<file path="config.mk">
export PLATFORM = sky130hd
export DESIGN_NAME = cob_top
export DESIGN_NICKNAME = d
export VERILOG_FILES = /design/src/hdl/cob_pkg.sv /design/src/hdl/cob_top.sv /design/src/hdl/cob_tprop.sv
export SDC_FILE = /design/constraint.sdc
export NUM_CORES = 1
export LEC_CHECK = 0
export BUFFER_PORTS_ARGS = -buffer_cell sky130_fd_sc_hd__buf_2
export CAP_MARGIN = 0
export CORE_ASPECT_RATIO = 0.9
export CORE_UTILIZATION = 56
export CTS_CLUSTER_SIZE = 30
export DETAILED_ROUTE_END_ITERATION = 10
export PLACE_DENSITY = 0.75
export RECOVER_POWER = 25
export REMOVE_ABC_BUFFERS = 1
export SLEW_MARGIN = 20
export SYNTH_ARGS = -nofsm -noshare
export SYNTH_HDL_FRONTEND = slang
export SYNTH_SLANG_ARGS = --single-unit
</file>
<file path="constraint.sdc">
create_clock -name SYS_CLK -period 9.8 [get_ports SYS_CLK]
set_input_delay 1.96 -clock SYS_CLK [delete_from_list [all_inputs] [get_ports SYS_CLK]]
set_output_delay 1.96 -clock SYS_CLK [all_outputs]
set_load 0.1 [all_outputs]
</file>
<file path="src/hdl/cob_pkg.sv">
// Constants, types and helpers of the control output parameter bank.
// Assumes one 25 MHz clock and synchronous active-high reset.
package cob_pkg;
  // Clock and time base
  localparam int CLK_NS  = 40;
  localparam int TICK_NS = 50_000;
  localparam int TICK_CYC = (TICK_NS + CLK_NS - 1) / CLK_NS;
  localparam int TICKS_PER_SEC_STEP = 20;  // 1 ms step per second of cycle
  localparam logic [11:0] STEP_U1 = 12'h000A;  // 0.5 ms steps
  localparam logic [11:0] STEP_U2 = 12'h0005;  // 0.25 ms steps
  localparam logic [11:0] STEP_U3 = 12'h0002;  // 0.1 ms steps
  localparam logic [9:0]  POS_LAST = 10'h03E7; // 1000 steps per cycle

  // Register offsets
  localparam logic [3:0] A_METHOD = 4'h0;
  localparam logic [3:0] A_AT_LO  = 4'h1;
  localparam logic [3:0] A_AT_HI  = 4'h2;
  localparam logic [3:0] A_HYST   = 4'h3;
  localparam logic [3:0] A_ACTION_POINT_OFFSET   = 4'h4;
  localparam logic [3:0] A_CYU1   = 4'h5;
  localparam logic [3:0] A_CY1    = 4'h6;
  localparam logic [3:0] A_CYCLE_UNIT_SECOND   = 4'h7;
  localparam logic [3:0] A_CY2    = 4'h8;
  localparam logic [3:0] A_STATUS = 4'h9;

  // Ranges and reset values (percent in tenths, cycle lengths in seconds)
  localparam logic [15:0] AT_MIN    = 16'hFF9C;
  localparam logic [15:0] AT_MAX    = 16'h044C;
  localparam logic [15:0] AT_LO_RST = 16'h0000;
  localparam logic [15:0] AT_HI_RST = 16'h03E8;
  localparam logic [15:0] MV_ZERO   = 16'h0000;
  localparam logic [15:0] MV_FULL   = 16'h03E8;
  localparam logic [15:0] HYS_MAX   = 16'h270F;
  localparam logic [15:0] HYS_RST   = 16'h0005;
  localparam logic [15:0] OFS_MIN   = 16'hF831;
  localparam logic [15:0] OFS_MAX   = 16'h270F;
  localparam logic [15:0] OFS_RST   = 16'h0000;
  localparam logic [15:0] CY_MAX    = 16'h0078;
  localparam logic [15:0] CY_MIN_RL = 16'h0005;
  localparam logic [15:0] CY_MIN    = 16'h0001;
  localparam logic [15:0] CY_RST_RL = 16'h000A;
  localparam logic [15:0] CY_RST    = 16'h0002;
  localparam logic [1:0]  UNIT_SEC  = 2'h0;
  localparam logic [1:0]  UNIT_MAX  = 2'h3;
  localparam logic        METHOD_ONOFF = 1'b0;
  localparam logic        METHOD_PID   = 1'b1;

  typedef enum logic [1:0] {COB_ON = 2'b01, COB_OFF = 2'b10} cob_onoff_t;

  typedef struct packed {
    logic        single_point; // one control output point
    logic        out_relay;    // control output is a relay
    logic        mv1_relay;    // heat destination holds a relay
    logic        mv2_relay;    // cool destination holds a relay
    logic        mv1_routed;   // heat on relay/pulse/event output
    logic        mv2_routed;   // cool on relay/pulse/event output
    logic        heat_cool_select;
  } cob_strap_t;

  typedef struct packed {
    logic        method;
    logic [15:0] at_lo;
    logic [15:0] at_hi;
    logic [15:0] on_off_hysteresis;
    logic [15:0] action_point_offset;
    logic [1:0]  cycle_unit_first;
    logic [15:0] cycle_length_first;
    logic [1:0]  cycle_unit_second;
    logic [15:0] cycle_length_second;
  } cob_cfg_t;

  typedef struct packed {
    cob_cfg_t    cfg;
    cob_onoff_t  onoff;
    logic [10:0] tick_cnt;
    logic        tick;
    logic        heat;
    logic        cool;
    logic [15:0] rdata;
  } cob_state_t;

  typedef struct packed {
    logic [11:0] div_cnt;
    logic [9:0]  pos;
    logic        out;
  } cob_tp_state_t;

  // Signed clamp of a value into [lo, hi]
  function automatic logic [15:0] cob_clamp(input logic [15:0] v,
                                            input logic [15:0] lo,
                                            input logic [15:0] hi);
    logic [15:0] r;
    r = v;
    if ($signed(v) < $signed(lo)) r = lo;
    if ($signed(v) > $signed(hi)) r = hi;
    return r;
  endfunction : cob_clamp

  // Ticks of the 50 us base per 1/1000 of a cycle
  function automatic logic [11:0] cob_step(input logic [1:0]  u,
                                           input logic [15:0] cy);
    logic [11:0] s;
    s = STEP_U1;
    case (u)
      2'h0: s = 12'(int'(cy[6:0]) * TICKS_PER_SEC_STEP);
      2'h1: s = STEP_U1;
      2'h2: s = STEP_U2;
      default: s = STEP_U3;
    endcase
    return s;
  endfunction : cob_step
endpackage : cob_pkg

</file>
<file path="src/hdl/cob_top.sv">
// Output stage parameter bank: ON/OFF or PID selection, ON/OFF switching,
// auto-tuning MV limits and two time-proportional outputs.
// Assumes straps are static and software uses the plain register port.
module cob_top
  import cob_pkg::*;
(
  input  wire logic        SYS_CLK,
  input  wire logic        SRST,
  input  wire logic [3:0]  ADDR,
  input  wire logic [15:0] WR_DATA,
  input  wire logic        WR_STB,
  input  wire logic        RD_STB,
  output logic      [15:0] RD_DATA,
  input  wire cob_strap_t  STRAP,
  input  wire logic        AUTO_TUNING,
  input  wire logic [15:0] PV,
  input  wire logic [15:0] SP,
  input  wire logic [15:0] HEAT_SIDE_OUTPUT,
  input  wire logic [15:0] COOL_SIDE_OUTPUT,
  output logic             HEAT_OUT,
  output logic             COOL_OUT
);
  cob_state_t  st_r, st_nxt;
  cob_cfg_t    cfg;
  logic [15:0] mv1_eff, mv2_eff;
  logic [15:0] duty1, duty2;
  logic [11:0] step1, step2;
  logic        tp1, tp2;
  logic        at_clamp;
  logic        onoff_mode;
  logic [15:0] cy1_min, cy2_min;
  logic signed [17:0] pv_x, point, point_lo;

  assign cfg        = st_r.cfg;
  assign onoff_mode = (cfg.method == METHOD_ONOFF);

  // Limits only count in PID mode while tuning runs
  assign at_clamp = AUTO_TUNING && !onoff_mode;
  assign mv1_eff  = at_clamp ?
                    cob_clamp(HEAT_SIDE_OUTPUT, cfg.at_lo, cfg.at_hi) :
                    HEAT_SIDE_OUTPUT;
  assign mv2_eff  = at_clamp ?
                    cob_clamp(COOL_SIDE_OUTPUT, cfg.at_lo, cfg.at_hi) :
                    COOL_SIDE_OUTPUT;
  // Pulse width cannot go below zero or past a full cycle
  assign duty1 = cob_clamp(mv1_eff, MV_ZERO, MV_FULL);
  assign duty2 = cob_clamp(mv2_eff, MV_ZERO, MV_FULL);

  // Cycle steps; unit setting overrides the seconds value
  assign step1 = cob_step(cfg.cycle_unit_first,
                          cfg.cycle_length_first);
  assign step2 = cob_step(cfg.cycle_unit_second,
                          cfg.cycle_length_second);

  // Lower cycle bound depends on relay in the destination
  assign cy1_min = STRAP.mv1_relay ? CY_MIN_RL : CY_MIN;
  assign cy2_min = STRAP.mv2_relay ? CY_MIN_RL : CY_MIN;

  // Shifted switch point and the lower edge of the band
  assign pv_x     = {{2{PV[15]}}, PV};
  assign point    = {{2{SP[15]}}, SP} +
                    {{2{cfg.action_point_offset[15]}},
                     cfg.action_point_offset};
  assign point_lo = point - {2'b00, cfg.on_off_hysteresis};

  cob_tprop u_tp1 (
    .clk      (SYS_CLK),
    .srst     (SRST),
    .tick     (st_r.tick),
    .en       (STRAP.mv1_routed),
    .step_div (step1),
    .duty     (duty1),
    .out      (tp1)
  );

  cob_tprop u_tp2 (
    .clk      (SYS_CLK),
    .srst     (SRST),
    .tick     (st_r.tick),
    .en       (STRAP.heat_cool_select && STRAP.mv2_routed),
    .step_div (step2),
    .duty     (duty2),
    .out      (tp2)
  );

  // Next state: tick divider, register writes, ON/OFF switch, outputs
  always_comb begin
    st_nxt = st_r;
    // 50 us base tick
    st_nxt.tick = 1'b0;
    if (st_r.tick_cnt >= 11'(TICK_CYC - 1)) begin
      st_nxt.tick_cnt = 11'h000;
      st_nxt.tick     = 1'b1;
    end else begin
      st_nxt.tick_cnt = st_r.tick_cnt + 11'h001;
    end

    // Writes out of range are dropped so settings stay legal
    if (WR_STB) begin
      unique case (ADDR)
        A_METHOD:
          if (WR_DATA[15:1] == 15'h0000)
            st_nxt.cfg.method = WR_DATA[0];
        A_AT_LO:
          if ($signed(WR_DATA) >= $signed(AT_MIN) &&
              $signed(WR_DATA) <= $signed(AT_MAX))
            st_nxt.cfg.at_lo = WR_DATA;
        A_AT_HI:
          if ($signed(WR_DATA) >= $signed(AT_MIN) &&
              $signed(WR_DATA) <= $signed(AT_MAX))
            st_nxt.cfg.at_hi = WR_DATA;
        A_HYST:
          if (WR_DATA <= HYS_MAX)
            st_nxt.cfg.on_off_hysteresis = WR_DATA;
        A_ACTION_POINT_OFFSET:
          if ($signed(WR_DATA) >= $signed(OFS_MIN) &&
              $signed(WR_DATA) <= $signed(OFS_MAX))
            st_nxt.cfg.action_point_offset = WR_DATA;
        A_CYU1:
          if (WR_DATA <= {14'h0000, UNIT_MAX})
            st_nxt.cfg.cycle_unit_first = WR_DATA[1:0];
        A_CY1:
          if (cfg.cycle_unit_first == UNIT_SEC &&
              WR_DATA >= cy1_min && WR_DATA <= CY_MAX)
            st_nxt.cfg.cycle_length_first = WR_DATA;
        A_CYCLE_UNIT_SECOND:
          if (WR_DATA <= {14'h0000, UNIT_MAX})
            st_nxt.cfg.cycle_unit_second = WR_DATA[1:0];
        A_CY2:
          if (cfg.cycle_unit_second == UNIT_SEC &&
              WR_DATA >= cy2_min && WR_DATA <= CY_MAX)
            st_nxt.cfg.cycle_length_second = WR_DATA;
        default: ;
      endcase
    end

    // Read data valid the cycle after the strobe, zero otherwise
    st_nxt.rdata = 16'h0000;
    if (RD_STB) begin
      unique case (ADDR)
        A_METHOD: st_nxt.rdata = {15'h0000, cfg.method};
        A_AT_LO:  st_nxt.rdata = cfg.at_lo;
        A_AT_HI:  st_nxt.rdata = cfg.at_hi;
        A_HYST:   st_nxt.rdata = cfg.on_off_hysteresis;
        A_ACTION_POINT_OFFSET:   st_nxt.rdata = cfg.action_point_offset;
        A_CYU1:   st_nxt.rdata = {14'h0000, cfg.cycle_unit_first};
        A_CY1:    st_nxt.rdata = cfg.cycle_length_first;
        A_CYCLE_UNIT_SECOND:   st_nxt.rdata = {14'h0000, cfg.cycle_unit_second};
        A_CY2:    st_nxt.rdata = cfg.cycle_length_second;
        A_STATUS: st_nxt.rdata = {5'h00, STRAP, at_clamp,
                                  st_r.onoff == COB_ON,
                                  st_r.cool, st_r.heat};
        default:  st_nxt.rdata = 16'h0000;
      endcase
    end

    // Dead band between point_lo and point keeps the relay quiet
    unique case (st_r.onoff)
      COB_ON:  if (pv_x > point)    st_nxt.onoff = COB_OFF;
      COB_OFF: if (pv_x < point_lo) st_nxt.onoff = COB_ON;
      default: st_nxt.onoff = COB_OFF;
    endcase

    // Heat follows ON/OFF or the pulse train; cool needs PID
    st_nxt.heat = STRAP.mv1_routed &&
                  (onoff_mode ? (st_r.onoff == COB_ON) : tp1);
    st_nxt.cool = STRAP.heat_cool_select && STRAP.mv2_routed &&
                  !onoff_mode && tp2;
  end

  // Reset values depend on the output straps
  always_ff @(posedge SYS_CLK) begin
    if (SRST) begin
      st_r <= '0;
      st_r.onoff <= COB_OFF;
      st_r.cfg.method <= (STRAP.single_point && STRAP.out_relay) ?
                         METHOD_ONOFF : METHOD_PID;
      st_r.cfg.at_lo <= AT_LO_RST;
      st_r.cfg.at_hi <= AT_HI_RST;
      st_r.cfg.on_off_hysteresis <= HYS_RST;
      st_r.cfg.action_point_offset <= OFS_RST;
      st_r.cfg.cycle_unit_first <= UNIT_SEC;
      st_r.cfg.cycle_unit_second <= UNIT_SEC;
      st_r.cfg.cycle_length_first <= STRAP.out_relay ?
                                     CY_RST_RL : CY_RST;
      st_r.cfg.cycle_length_second <= STRAP.single_point ?
                                      CY_RST_RL : CY_RST;
    end else begin
      st_r <= st_nxt;
    end
  end

  assign RD_DATA  = st_r.rdata;
  assign HEAT_OUT = st_r.heat;
  assign COOL_OUT = st_r.cool;
endmodule : cob_top

</file>
<file path="src/hdl/cob_tprop.sv">
// Time-proportional pulse generator for one manipulated variable.
// Assumes a one-cycle tick every 50 us and a duty in tenths of percent.
module cob_tprop
  import cob_pkg::*;
(
  input  wire logic        clk,
  input  wire logic        srst,
  input  wire logic        tick,
  input  wire logic        en,
  input  wire logic [11:0] step_div,
  input  wire logic [15:0] duty,
  output logic             out
);
  cob_tp_state_t st_r, st_nxt;

  // Step counter walks 1000 positions; output high while below duty
  always_comb begin
    st_nxt = st_r;
    if (tick) begin
      if (st_r.div_cnt + 12'h0001 >= step_div) begin
        st_nxt.div_cnt = 12'h0000;
        st_nxt.pos = (st_r.pos >= POS_LAST) ? 10'h000 : st_r.pos + 10'h001;
      end else begin
        st_nxt.div_cnt = st_r.div_cnt + 12'h0001;
      end
    end
    st_nxt.out = en && ({6'h00, st_r.pos} < duty);
  end

  always_ff @(posedge clk) begin
    if (srst) st_r <= '0;
    else      st_r <= st_nxt;
  end

  assign out = st_r.out;
endmodule : cob_tprop

</file>
### After elaboration in Yosys (flattened, before gate mapping)

Index checks and enable logic that the tools add are counted.

| operators by class | value |
|---|---|
| eq/ne operators | 17 |
| order comparisons | 26 |
| mux-type cells | 49 |
| div/mod/pow operators | 0 |
| bitwise gates (word level) | 1 |
| shift-type cells | 0 |
| $add $sub $neg | 7 |
| multipliers | 2 |
| reduce and logical (&&, ||, !) cells | 39 |

Operator list:

| operator | number |
|---|---|
| $mux 16 | 23 |
| $pmux 16 s10 | 1 |
| $mux 133 | 1 |
| $mux 101 | 1 |
| $pmux 12 s3 | 2 |
| $ge 16x3->1 | 2 |
| $gt 16x11->1 const B | 2 |
| $gt 16x16->1 | 2 |
| $lt 10x16->1 | 2 |
| $lt 16x1->1 const B | 2 |
| $lt 16x16->1 | 2 |
| $reduce_and 3->1 | 9 |
| $add 12x1->12 const B | 2 |
| $ge 12x12->1 | 2 |
| $mux 12 | 2 |
| $add 10x1->10 const B | 2 |
| $ge 10x10->1 const B | 2 |
| $mul 7x3->10 const B | 2 |
| $mux 10 | 2 |
| $lt 16x18->1 | 1 |
| $sub 17x17->18 | 1 |
| $add 16x16->17 | 1 |
| $gt 16x17->1 | 1 |
| $eq 4x3->1 const B | 4 |
| 30 further kinds | 70 |

| word-level totals | value |
|---|---|
| bits in writable memories | 0 |
| output and inout bits | 18 |
| bits in registers | 179 |
| latch bits | 0 |
| input bits | 96 |
| memory bits (read-only) | 0 |
| memories | 0 |
| word-level logic and storage cells | 162 |

### Longest topological paths before layout

Gate-level depths: netlist (run 1).

| depth | value |
|---|---|
| word-level depth | 9 |
| gate-level depth with buffers | 24 |
| mapped depth without buffers | 24 |

### By module

Synthesis (run 1) repeated with hierarchy kept, for this count alone.

| second synthesis, totals | value |
|---|---|
| cell total of the unflattened synthesis | 1690 |
| area, all modules | 14167.3 µm² |

By module, submodules not included:

| module | cells each | area each (µm²) | seq. area each (µm²) | times used |
|---|---|---|---|---|
| cob_top | 1252 | 10654.0 | 2992.9 | 1 |
| cob_tprop | 219 | 1756.7 | 460.4 | 2 |

### Least setup slack after synthesis (run 1)

No wires, ideal clock.

| timing path | value |
|---|---|
| path kind | input-to-reg |
| from | in SP[1] |
| to | reg st_r[31] in the netlist's numbering |
| path buffers | 0 |
| cell stages on the path | 19 |
| setup slack | 3.679 ns |
| arrival time | 6.005 ns |
| required time | 9.684 ns |
| setup time | 0.116 ns |
| path through | ha_1 a21o_1 a21oi_1 o21ai_0 a21oi_1 o21bai_1 a41o_1 o211a_1 a21o_1 a21oi_1 xnor2_1 ha_1 and2_1 a31oi_1 o211ai_1 o311a_1 ha_1 or4bb_1 a31o_2 |

| between the ends | value |
|---|---|
| cells in the longest elaborated chain, start to end | 5 |
| elaborated cells between the ends (all ways) | 7 |
| classes of those cells | 2 x add/sub; 2 x order compare; 2 x eq/ne; 1 x reduce/logical |

RTL lines:

| item | line | source |
|---|---|---|
| start: declaration | cob_top.sv:17 | `input wire logic [15:0] SP,` |
| $add 16x16->17 (*) | cob_top.sv:61 | `assign point = {{2{SP[15]}}, SP} +` |
| $sub 17x17->18 | cob_top.sv:64 | `assign point_lo = point - {2'b00, cfg.on_off_hysteresis};` |
| $lt 16x18->1 | cob_top.sv:160 | `COB_OFF: if (pv_x < point_lo) st_nxt.onoff = COB_ON;` |
| $ne 2x2->1 (no source line) | -- |  |
| $reduce_and 2->1 (no source line) (*) | -- |  |
| end signal: assignment | cob_top.sv:189 | `st_r <= st_nxt;` |
| end: declaration | cob_top.sv:23 | `cob_state_t st_r, st_nxt;` |

Every way passes the cells marked *; elsewhere a longest branch is shown, timed or not.
A chain may end at the register's enable or synchronous reset.

### Final worst setup path (run 1)

| timing path | value |
|---|---|
| from | in HEAT_SIDE_OUTPUT[7] |
| to | reg u_tp1.st_r (netlist bit u_tp1.out) |

| between the ends | value |
|---|---|
| cells in the longest elaborated chain, start to end | 9 |
| elaborated cells between the ends (all ways) | 11 |
| classes of those cells | 5 x order compare; 5 x mux; 1 x reduce/logical |

RTL lines:

| item | line | source |
|---|---|---|
| start: declaration | cob_top.sv:18 | `input wire logic [15:0] HEAT_SIDE_OUTPUT,` |
| $lt 16x16->1 | cob_pkg.sv:94 | `if ($signed(v) < $signed(lo)) r = lo;` |
| $mux 16 | cob_pkg.sv:94 |  |
| $mux 16 | cob_pkg.sv:95 | `if ($signed(v) > $signed(hi)) r = hi;` |
| $mux 16 (*) | cob_top.sv:39 | `assign mv1_eff = at_clamp ?` |
| $lt 16x1->1 | cob_pkg.sv:94 |  |
| $mux 16 | cob_pkg.sv:94 |  |
| $mux 16 (*) | cob_pkg.sv:95 |  |
| $lt 10x16->1 (*) | cob_tprop.sv:27 | `st_nxt.out = en && ({6'h00, st_r.pos} < duty);` |
| $logic_and 1x1->1 (*) | cob_tprop.sv:27 |  |
| end signal: assignment | cob_tprop.sv:32 | `else st_r <= st_nxt;` |
| end: declaration | cob_tprop.sv:14 | `cob_tp_state_t st_r, st_nxt;` |

Marks and branches as above.

==> results.sh, run 1 <==
export IMPL_io_pins=114
export IMPL_synth_edf_count=33
export IMPL_die_area_um2=25620
export IMPL_clock_sinks=179
export IMPL_seq_area_frac_synth=0.2797
export IMPL_synthFlopType="dfxtp_1"
export IMPL_ir_worst_vdd_mv=0.1097
export IMPL_gr_total_overflow=0
export IMPL_cp_start_kind="input port"
export IMPL_vias=13210
export IMPL_drc_errors=0
export IMPL_critical_path_most_common_cell="a21oi_1"
export IMPL_holdPathEnd="COOL_OUT"
export IMPL_grt_pass1_vias=12180
export IMPL_dp_hpwl_um=31020
export IMPL_critPathMaxStageDelay_ns=0.46
export IMPL_slowest_stage="a2111oi_2"
export IMPL_leakagePower_nw=6.641
export IMPL_worst_path_max_fanout=14
export IMPL_violations="capacitance limit, slew limit"
export IMPL_drv_slew=115
export IMPL_cp_num_buf_inv=1
export IMPL_clk_latency_ns=0.45
export IMPL_hp_class="register to register"
export IMPL_setup_tns_ns=0
export IMPL_critPathKind="input port to register"
export IMPL_crit_chain="buf_2 -> ha_1 -> a21oi_1 -> o21ai_0 -> a221oi_1 -> a31o_2 -> and2_1 -> a21oi_1 -> or2_2 -> a2111oi_2 -> or3_1 -> nand4_1 -> ha_1 -> a21o_1 -> a21o_1 -> a21oi_1 -> nand2_1 -> nand3_1 -> a21oi_1 -> a2111o_1 -> a21oi_1"
export IMPL_areaGrowthSynthToFinish_pct=9.309
export IMPL_cts_tree="done"
export IMPL_synth_area_um2=13990
export IMPL_endpoint_kind="register"
export IMPL_yosys_top_cells_area="dfxtp_1 (21%), ha_1 (18%), edfxtp_1 (7.1%)"
export IMPL_max_cap_viol_count=3
export IMPL_netlist_area_leader_share=0.2089
export IMPL_ant_nets=0
export IMPL_crit_reg2reg_capture="u_tp1.out"
export IMPL_fp_dieW_um=168.6
export IMPL_status="finished, violations left"
export IMPL_clockBufferDepth=2
export IMPL_stdcell_count=2076
export IMPL_worst_pin_slew_ns=3.512
export IMPL_floorplan_initialDensity=0.5737
export IMPL_post_route_min_period_ns=6.427
export IMPL_cp_arrival_ns=6.79
export IMPL_vias_per_cell=6.361
export IMPL_nNetsFinal=2023
export IMPL_rr_startpoint="cfg[75]"
export IMPL_relSlewSlack=-1.341
export IMPL_fin_util=0.6271
export IMPL_reg2reg_slack_ns=4.35
export IMPL_rsz0062_at_grt="false"
export IMPL_drive_above_1_share=0.1041
export IMPL_cts_root_buf="clkbuf_16"
export IMPL_whs_path_depth=1
export IMPL_synth_most_common_cell="ha_1"
export IMPL_required_ns=10.17
export IMPL_routedWlPerCell_um=19.37
export IMPL_fin_crit_sh=0.6558
export IMPL_synth_top_cell_by_area="dfxtp_1"
export IMPL_r2r_worst_path_cells=21
export IMPL_drt_iter0_drc=1728
export IMPL_row_count=54
export IMPL_cts_htree_levels=4
export IMPL_place_congestion=0.9360
export IMPL_placed_cells=2042
export IMPL_antenna_found_initial=2
export IMPL_max_freq_mhz=155.6
export IMPL_cts_resized=0
export IMPL_crit_path_start="HEAT_SIDE_OUTPUT[7]"
export IMPL_wl_um=40220
export IMPL_finalSetupViolations=0
export IMPL_ys_seq_elements=179
export IMPL_crit_family="compound AO/OA/AOI/OAI gates"
export IMPL_skew_ns=0.01737
export IMPL_clk_pin_slew_worst_paths_ns=0.08
export IMPL_syn_avg_cell_area_um2=8.384
export IMPL_cts_made_buffers=17
export IMPL_coreArea_um2=24390
export IMPL_postCtsHoldBufs=0
export IMPL_synthArstFlopShare=0
export IMPL_yosys_cell_types_count=78
export IMPL_power_density_nw_per_um2=120.9
export IMPL_netlist_instances=1669
export IMPL_grt_max_degree=75
export IMPL_yosysWarnings=0
export IMPL_hold_viol_final=0
export IMPL_grt_pass1_wl_um=63730
export IMPL_portBuffers=113
export IMPL_synth_top_cells_by_count="ha_1 (198), dfxtp_1 (146), a21oi_1 (145), nor2_1 (121), nand2_1 (113)"
export IMPL_grt_use_total=0.3116
export IMPL_dr_pass1_iters=6
export IMPL_dieHeight_um=152.0
export IMPL_post_cts_setup_buffers=0
export IMPL_hold_start="u_tp2.out"
[through the flow]
stage / hold WS (ns) / power [mW] / worst slack [ns] / cell area, um2
2_1_floorplan: 0.4303 / 1.029 / 3.679 / 13570
3_3_place_gp: 0.4391 / 1.140 / 3.281 / 14680
3_5_place_dp: 0.4477 / 1.152 / 3.020 / 14680
4_1_cts: 0.4641 / 1.850 / 3.464 / 15310
5_1_grt: 0.4930 / 1.926 / 3.001 / 15290
6_report: 0.4667 / 1.849 / 3.373 / 15290
[kinds of logic (layout without fill, tap and decap cells)]
kind of cell             after synthesis  after routing  synth area share
adder cells (fa/ha/maj)              202            202            0.1828
flip-flops                           179            179            0.2797
AND/OR/NAND/NOR                      513            513            0.1898
XOR/XNOR                              61             61           0.03818
multiplexers                          28             28           0.02030
other                                  0              2                 0
buffers and inverters                195            264           0.05777
AO/OA/AOI/OAI                        491            491            0.2315
[layout make-up]
class                      instances  area, um2
fill                            2145       9096
sequential                       179       3914
timing repair buffer             128      660.6
clock inverter                    15      200.2
multi-input combinational       1295       9279
inverter                         104      390.4
antenna                            2      5.005
tap                              336      420.4
clock buffer                      17      425.4
[worst max path at each step]
stage | slack (ns) | cells after the start | to
finish | 3.37 | 21 | u_tp1.out
global route | 3.00 | 21 | u_tp1.out
CTS | 3.46 | 21 | u_tp1.out
detailed placement | 3.02 | 21 | u_tp1.out
global placement | 3.28 | 21 | u_tp1.out
floorplan | 3.68 | 19 | st_r[31]
[power by group]
part,internal (mW),total (mW),switching [mW]
Clock,0.350,0.707,0.357
Sequential,0.765,0.777,0.0124
Combinational,0.148,0.366,0.218
Total,1.26,1.85,0.587
[worst register-to-register path: cells and delay by family, from the launching register on]
family	cells	cell delay [ns]
buffers and inverters	1	0.17
adder cells (fa/ha/maj)	2	0.57
AO/OA/AOI/OAI	12	2.85
flip-flops	1	0.48
AND/OR/NAND/NOR	6	1.32
[placed cells by master (no fill, tap or decap), types with 15 or more instances in the layout]
cell         n
ha_1       198
dfxtp_1    146
a21oi_1    145
nor2_1     121
nand2_1    113
buf_2      105
inv_1      104
o21ai_0     75
nand3_1     47
and3_1      40
a22oi_1     33
edfxtp_1    33
xnor2_1     31
a21o_1      31
xor2_1      30
nand4_1     30
nand2b_1    26
mux2i_1     25
a31oi_1     24
nor3_1      20
o22ai_1     18
clkbuf_16   17
o31ai_1     16
nor2b_1     15
o211ai_1    15
[flip-flops by register name, indices dropped and copies added (netlist names)]
register    cells
cfg           101
RD_DATA        16
u_tp1.out       1
COOL_OUT        1
u_tp1.st_r     22
u_tp2.out       1
u_tp2.st_r     22
HEAT_OUT        1
st_r           14
[routing by layer]
metal / vias up / GRT usage / part of all wire
met5: - / 0 / 0
met4: 0 / 0.08961 / 0.023
met3: 74 / 0.03803 / 0.078
met2: 596 / 0.4936 / 0.45
met1: 6223 / 0.4442 / 0.45
li1: 6313 / - / -
Note: power is estimated with default switching activity, not from simulation.
==> inputs of run 2 (changes only) <==
--- a/config.mk
+++ b/config.mk
@@ -11,7 +11,7 @@
 export CORE_UTILIZATION = 56
 export CTS_CLUSTER_SIZE = 30
 export DETAILED_ROUTE_END_ITERATION = 10
-export PLACE_DENSITY = 0.75
+export PLACE_DENSITY = 0.78
 export RECOVER_POWER = 25
 export REMOVE_ABC_BUFFERS = 1
 export SLEW_MARGIN = 20
==> constraint.sdc (replaced) <==
create_clock -name SYS_CLK -period 5.3 [get_ports SYS_CLK]
set_input_delay 1.06 -clock SYS_CLK [delete_from_list [all_inputs] [get_ports SYS_CLK]]
set_output_delay 1.06 -clock SYS_CLK [all_outputs]
set_load 0.1 [all_outputs]
==> run 2 against run 1 <==
The flow now finishes without violations. Final cell count rose by 1.6%. Clock skew fell by 0.0056 ns. Register-to-register slack got worse by 3.9 ns. Count of clock-buffer cells in the layout rose by 2. Power rose by 81%. Largest cell class unchanged. Via count rose by 0.76%. Clock power rose by 73%. First-iteration DRC count fell by 34%. Sequential power rose by 85%. Worst hold slack got worse by 0.012 ns. Critical path depth fell by 1. Global-route usage fell by 0.17 points.
==> results.sh, run 2 (synthesis gave the netlist of run 1 again) <==
export IMPL_post_route_min_period_ns=5.032
export IMPL_cp_arrival_ns=5.36
export IMPL_vias=13310
export IMPL_relSlewSlack=0.2197
export IMPL_clockBufferDepth=2
export IMPL_worst_path_max_fanout=2
export IMPL_netSwitchingPower_mw=0.9871
export IMPL_stdcell_count=2109
export IMPL_setup_ws_ns=0.2682
export IMPL_seqPwrFrac=0.429
export IMPL_fillers=2100
export IMPL_finish_instance_area_um2=15480
export IMPL_rr_startpoint="cfg[73]"
export IMPL_clk_pin_slew_worst_paths_ns=0.07
export IMPL_placed_cells=2074
export IMPL_clock_sinks=179
export IMPL_fin_util=0.6349
export IMPL_reg2reg_slack_ns=0.45
export IMPL_placed_area_um2=14940
export IMPL_post_cts_setup_buffers=0
export IMPL_pre_cts_ws_ns=-0.3041
export IMPL_floorplan_initialDensity=0.5737
export IMPL_place_congestion=0.9821
export IMPL_portBuffers=113
export IMPL_io_pins=114
export IMPL_rsz0062_at_grt="false"
export IMPL_cts_htree_levels=4
export IMPL_cp_num_buf_inv=1
export IMPL_nNetsFinal=2055
export IMPL_areaGrowthSynthToFinish_pct=10.67
export IMPL_ant_nets=0
export IMPL_max_freq_mhz=198.7
export IMPL_leakagePower_nw=6.741
export IMPL_crit_cells=20
export IMPL_dp_hpwl_um=31070
export IMPL_layout_commonest_cell="ha_1"
export IMPL_dieHeight_um=152.0
export IMPL_routedWlPerCell_um=18.89
export IMPL_fp_dieW_um=168.6
export IMPL_swShare=0.2944
export IMPL_power_frac_comb=0.208
export IMPL_antenna_found_initial=2
export IMPL_coreArea_um2=24390
export IMPL_fin_crit_sh=0.9494
export IMPL_p_int_mw=2.366
export IMPL_largest_register_ffs=101
export IMPL_clk_latency_ns=0.44
export IMPL_cts_resized=0
export IMPL_p_clk_frac=0.363
export IMPL_row_count=54
export IMPL_worst_pin_slew_ns=1.175
export IMPL_drv_slew=0
export IMPL_postCtsHoldBufs=0
export IMPL_gr_total_overflow=0
export IMPL_status="completed"
export IMPL_cts_made_buffers=17
export IMPL_critPathMaxStageDelay_ns=0.51
export IMPL_top_regs="cfg: 101 flops, u_tp1.st_r: 22 flops, u_tp2.st_r: 22 flops"
export IMPL_max_cap_viol_count=0
export IMPL_hold_viol_final=0
export IMPL_cts_root_buf="clkbuf_16"
export IMPL_wl_um=39840
export IMPL_largest_register="cfg"
export IMPL_required_ns=5.63
export IMPL_critical_path_most_common_cell="ha_1"
export IMPL_crit_family="compound AO/OA/AOI/OAI gates"
export IMPL_finalSetupViolations=0
export IMPL_grt_pass1_wl_um=63260
export IMPL_grt_pass1_vias=12520
export IMPL_skew_ns=0.01181
export IMPL_whs_path_depth=2
export IMPL_drive_above_1_share=0.1153
export IMPL_ir_worst_vdd_mv=0.1932
export IMPL_hp_class="register to register"
export IMPL_r2r_worst_path_cells=22
export IMPL_grt_max_degree=59
export IMPL_cp_start_kind="input port"
export IMPL_hold_start="cfg[96]"
export IMPL_crit_chain="buf_2 -> ha_1 -> a21o_1 -> a21oi_2 -> o21ai_0 -> a21oi_1 -> o21bai_1 -> a41o_1 -> o211a_1 -> a21o_1 -> a21oi_2 -> xnor2_1 -> ha_1 -> and2_1 -> a31oi_1 -> o211ai_1 -> o311a_1 -> ha_1 -> or4bb_1 -> a31o_2"
export IMPL_dr_pass1_iters=8
export IMPL_vias_per_cell=6.309
export IMPL_cts_tree="done"
export IMPL_power_density_nw_per_um2=216.5
export IMPL_critPathKind="input port to register"
export IMPL_endpoint_kind="register"
export IMPL_crit_reg2reg_capture="u_tp1.out"
export IMPL_grt_use_total=0.3099
export IMPL_die_area_um2=25620
export IMPL_drt_iter0_drc=1146
export IMPL_holdPathEnd="cfg[96]"
export IMPL_drc_errors=0
export IMPL_mostFrequentLayoutCells="ha_1 (198), dfxtp_1 (146), a21oi_1 (143)"
export IMPL_slowest_stage="or4bb_1"
run 2: cell types whose count changed in the layout (fill, tap and decap cells not counted), moves of 3 or more:
cell      delta
buf_2       -12
buf_4       +33
clkbuf_1    +11
clkinv_2     +4
clkinv_4     +3
clkinv_8     -8
run 2: how the worst max path moves through the flow:
stage / endpoint / slack (ns) / start
5_1_grt: st_r[31] / 0.03 / SP[1]
2_1_floorplan: st_r[31] / 0.08 / SP[1]
4_1_cts: st_r[31] / 0.13 / SP[0]
6_report: st_r[31] / 0.27 / SP[1]
3_5_place_dp: st_r[31] / -0.30 / SP[0]
3_3_place_gp: st_r[31] / -0.21 / SP[0]
run 2: power groups by stage:
stage	logic [mW]	registers (mW)	clock network, mW
after detailed placement	0.683	1.47	0
after global routing	0.777	1.44	1.28
after global placement	0.659	1.47	0
after floorplan	0.430	1.47	0
final	0.698	1.44	1.22
after CTS	0.689	1.44	1.23
run 2: final cells by class:
cell class,instances,area [um2],share of cell area
antenna,3,7.507,0.0004848
sequential,179,3914,0.2527
clock buffer,19,442.9,0.02860
clock inverter,13,107.6,0.006949
inverter,104,390.4,0.02521
tap,336,420.4,0.02715
multi-input combinational,1295,9296,0.6004
timing repair buffer,160,905.9,0.05850
run 2: stage by stage:
| stage | TNS, ns | hold WS [ns] | power (mW) |
|---|---|---|---|
| after floorplan | 0 | 0.4303 | 1.903 |
| after global placement | -0.3229 | 0.4397 | 2.126 |
| after detailed placement | -0.6127 | 0.4485 | 2.151 |
| after CTS | 0 | 0.4572 | 3.352 |
| after global routing | 0 | 0.4817 | 3.498 |
| final | 0 | 0.4546 | 3.353 |
run 2: routing by layer:
| layer | GRT usage | vias up | part of all wire |
|---|---|---|---|
| met4 | 0.1169 | 0 | 0.029 |
| met3 | 0.05314 | 83 | 0.083 |
| met2 | 0.5052 | 610 | 0.45 |
| met5 | 0 | - | 0 |
| met1 | 0.4094 | 6226 | 0.43 |
| li1 | - | 6387 | - |
run 2: tightest hold or removal path, cell delays in order, from the launching register on:
cell and delay [ns]:
dfxtp_1 0.31, nand2_1 0.05, a21oi_1 0.05
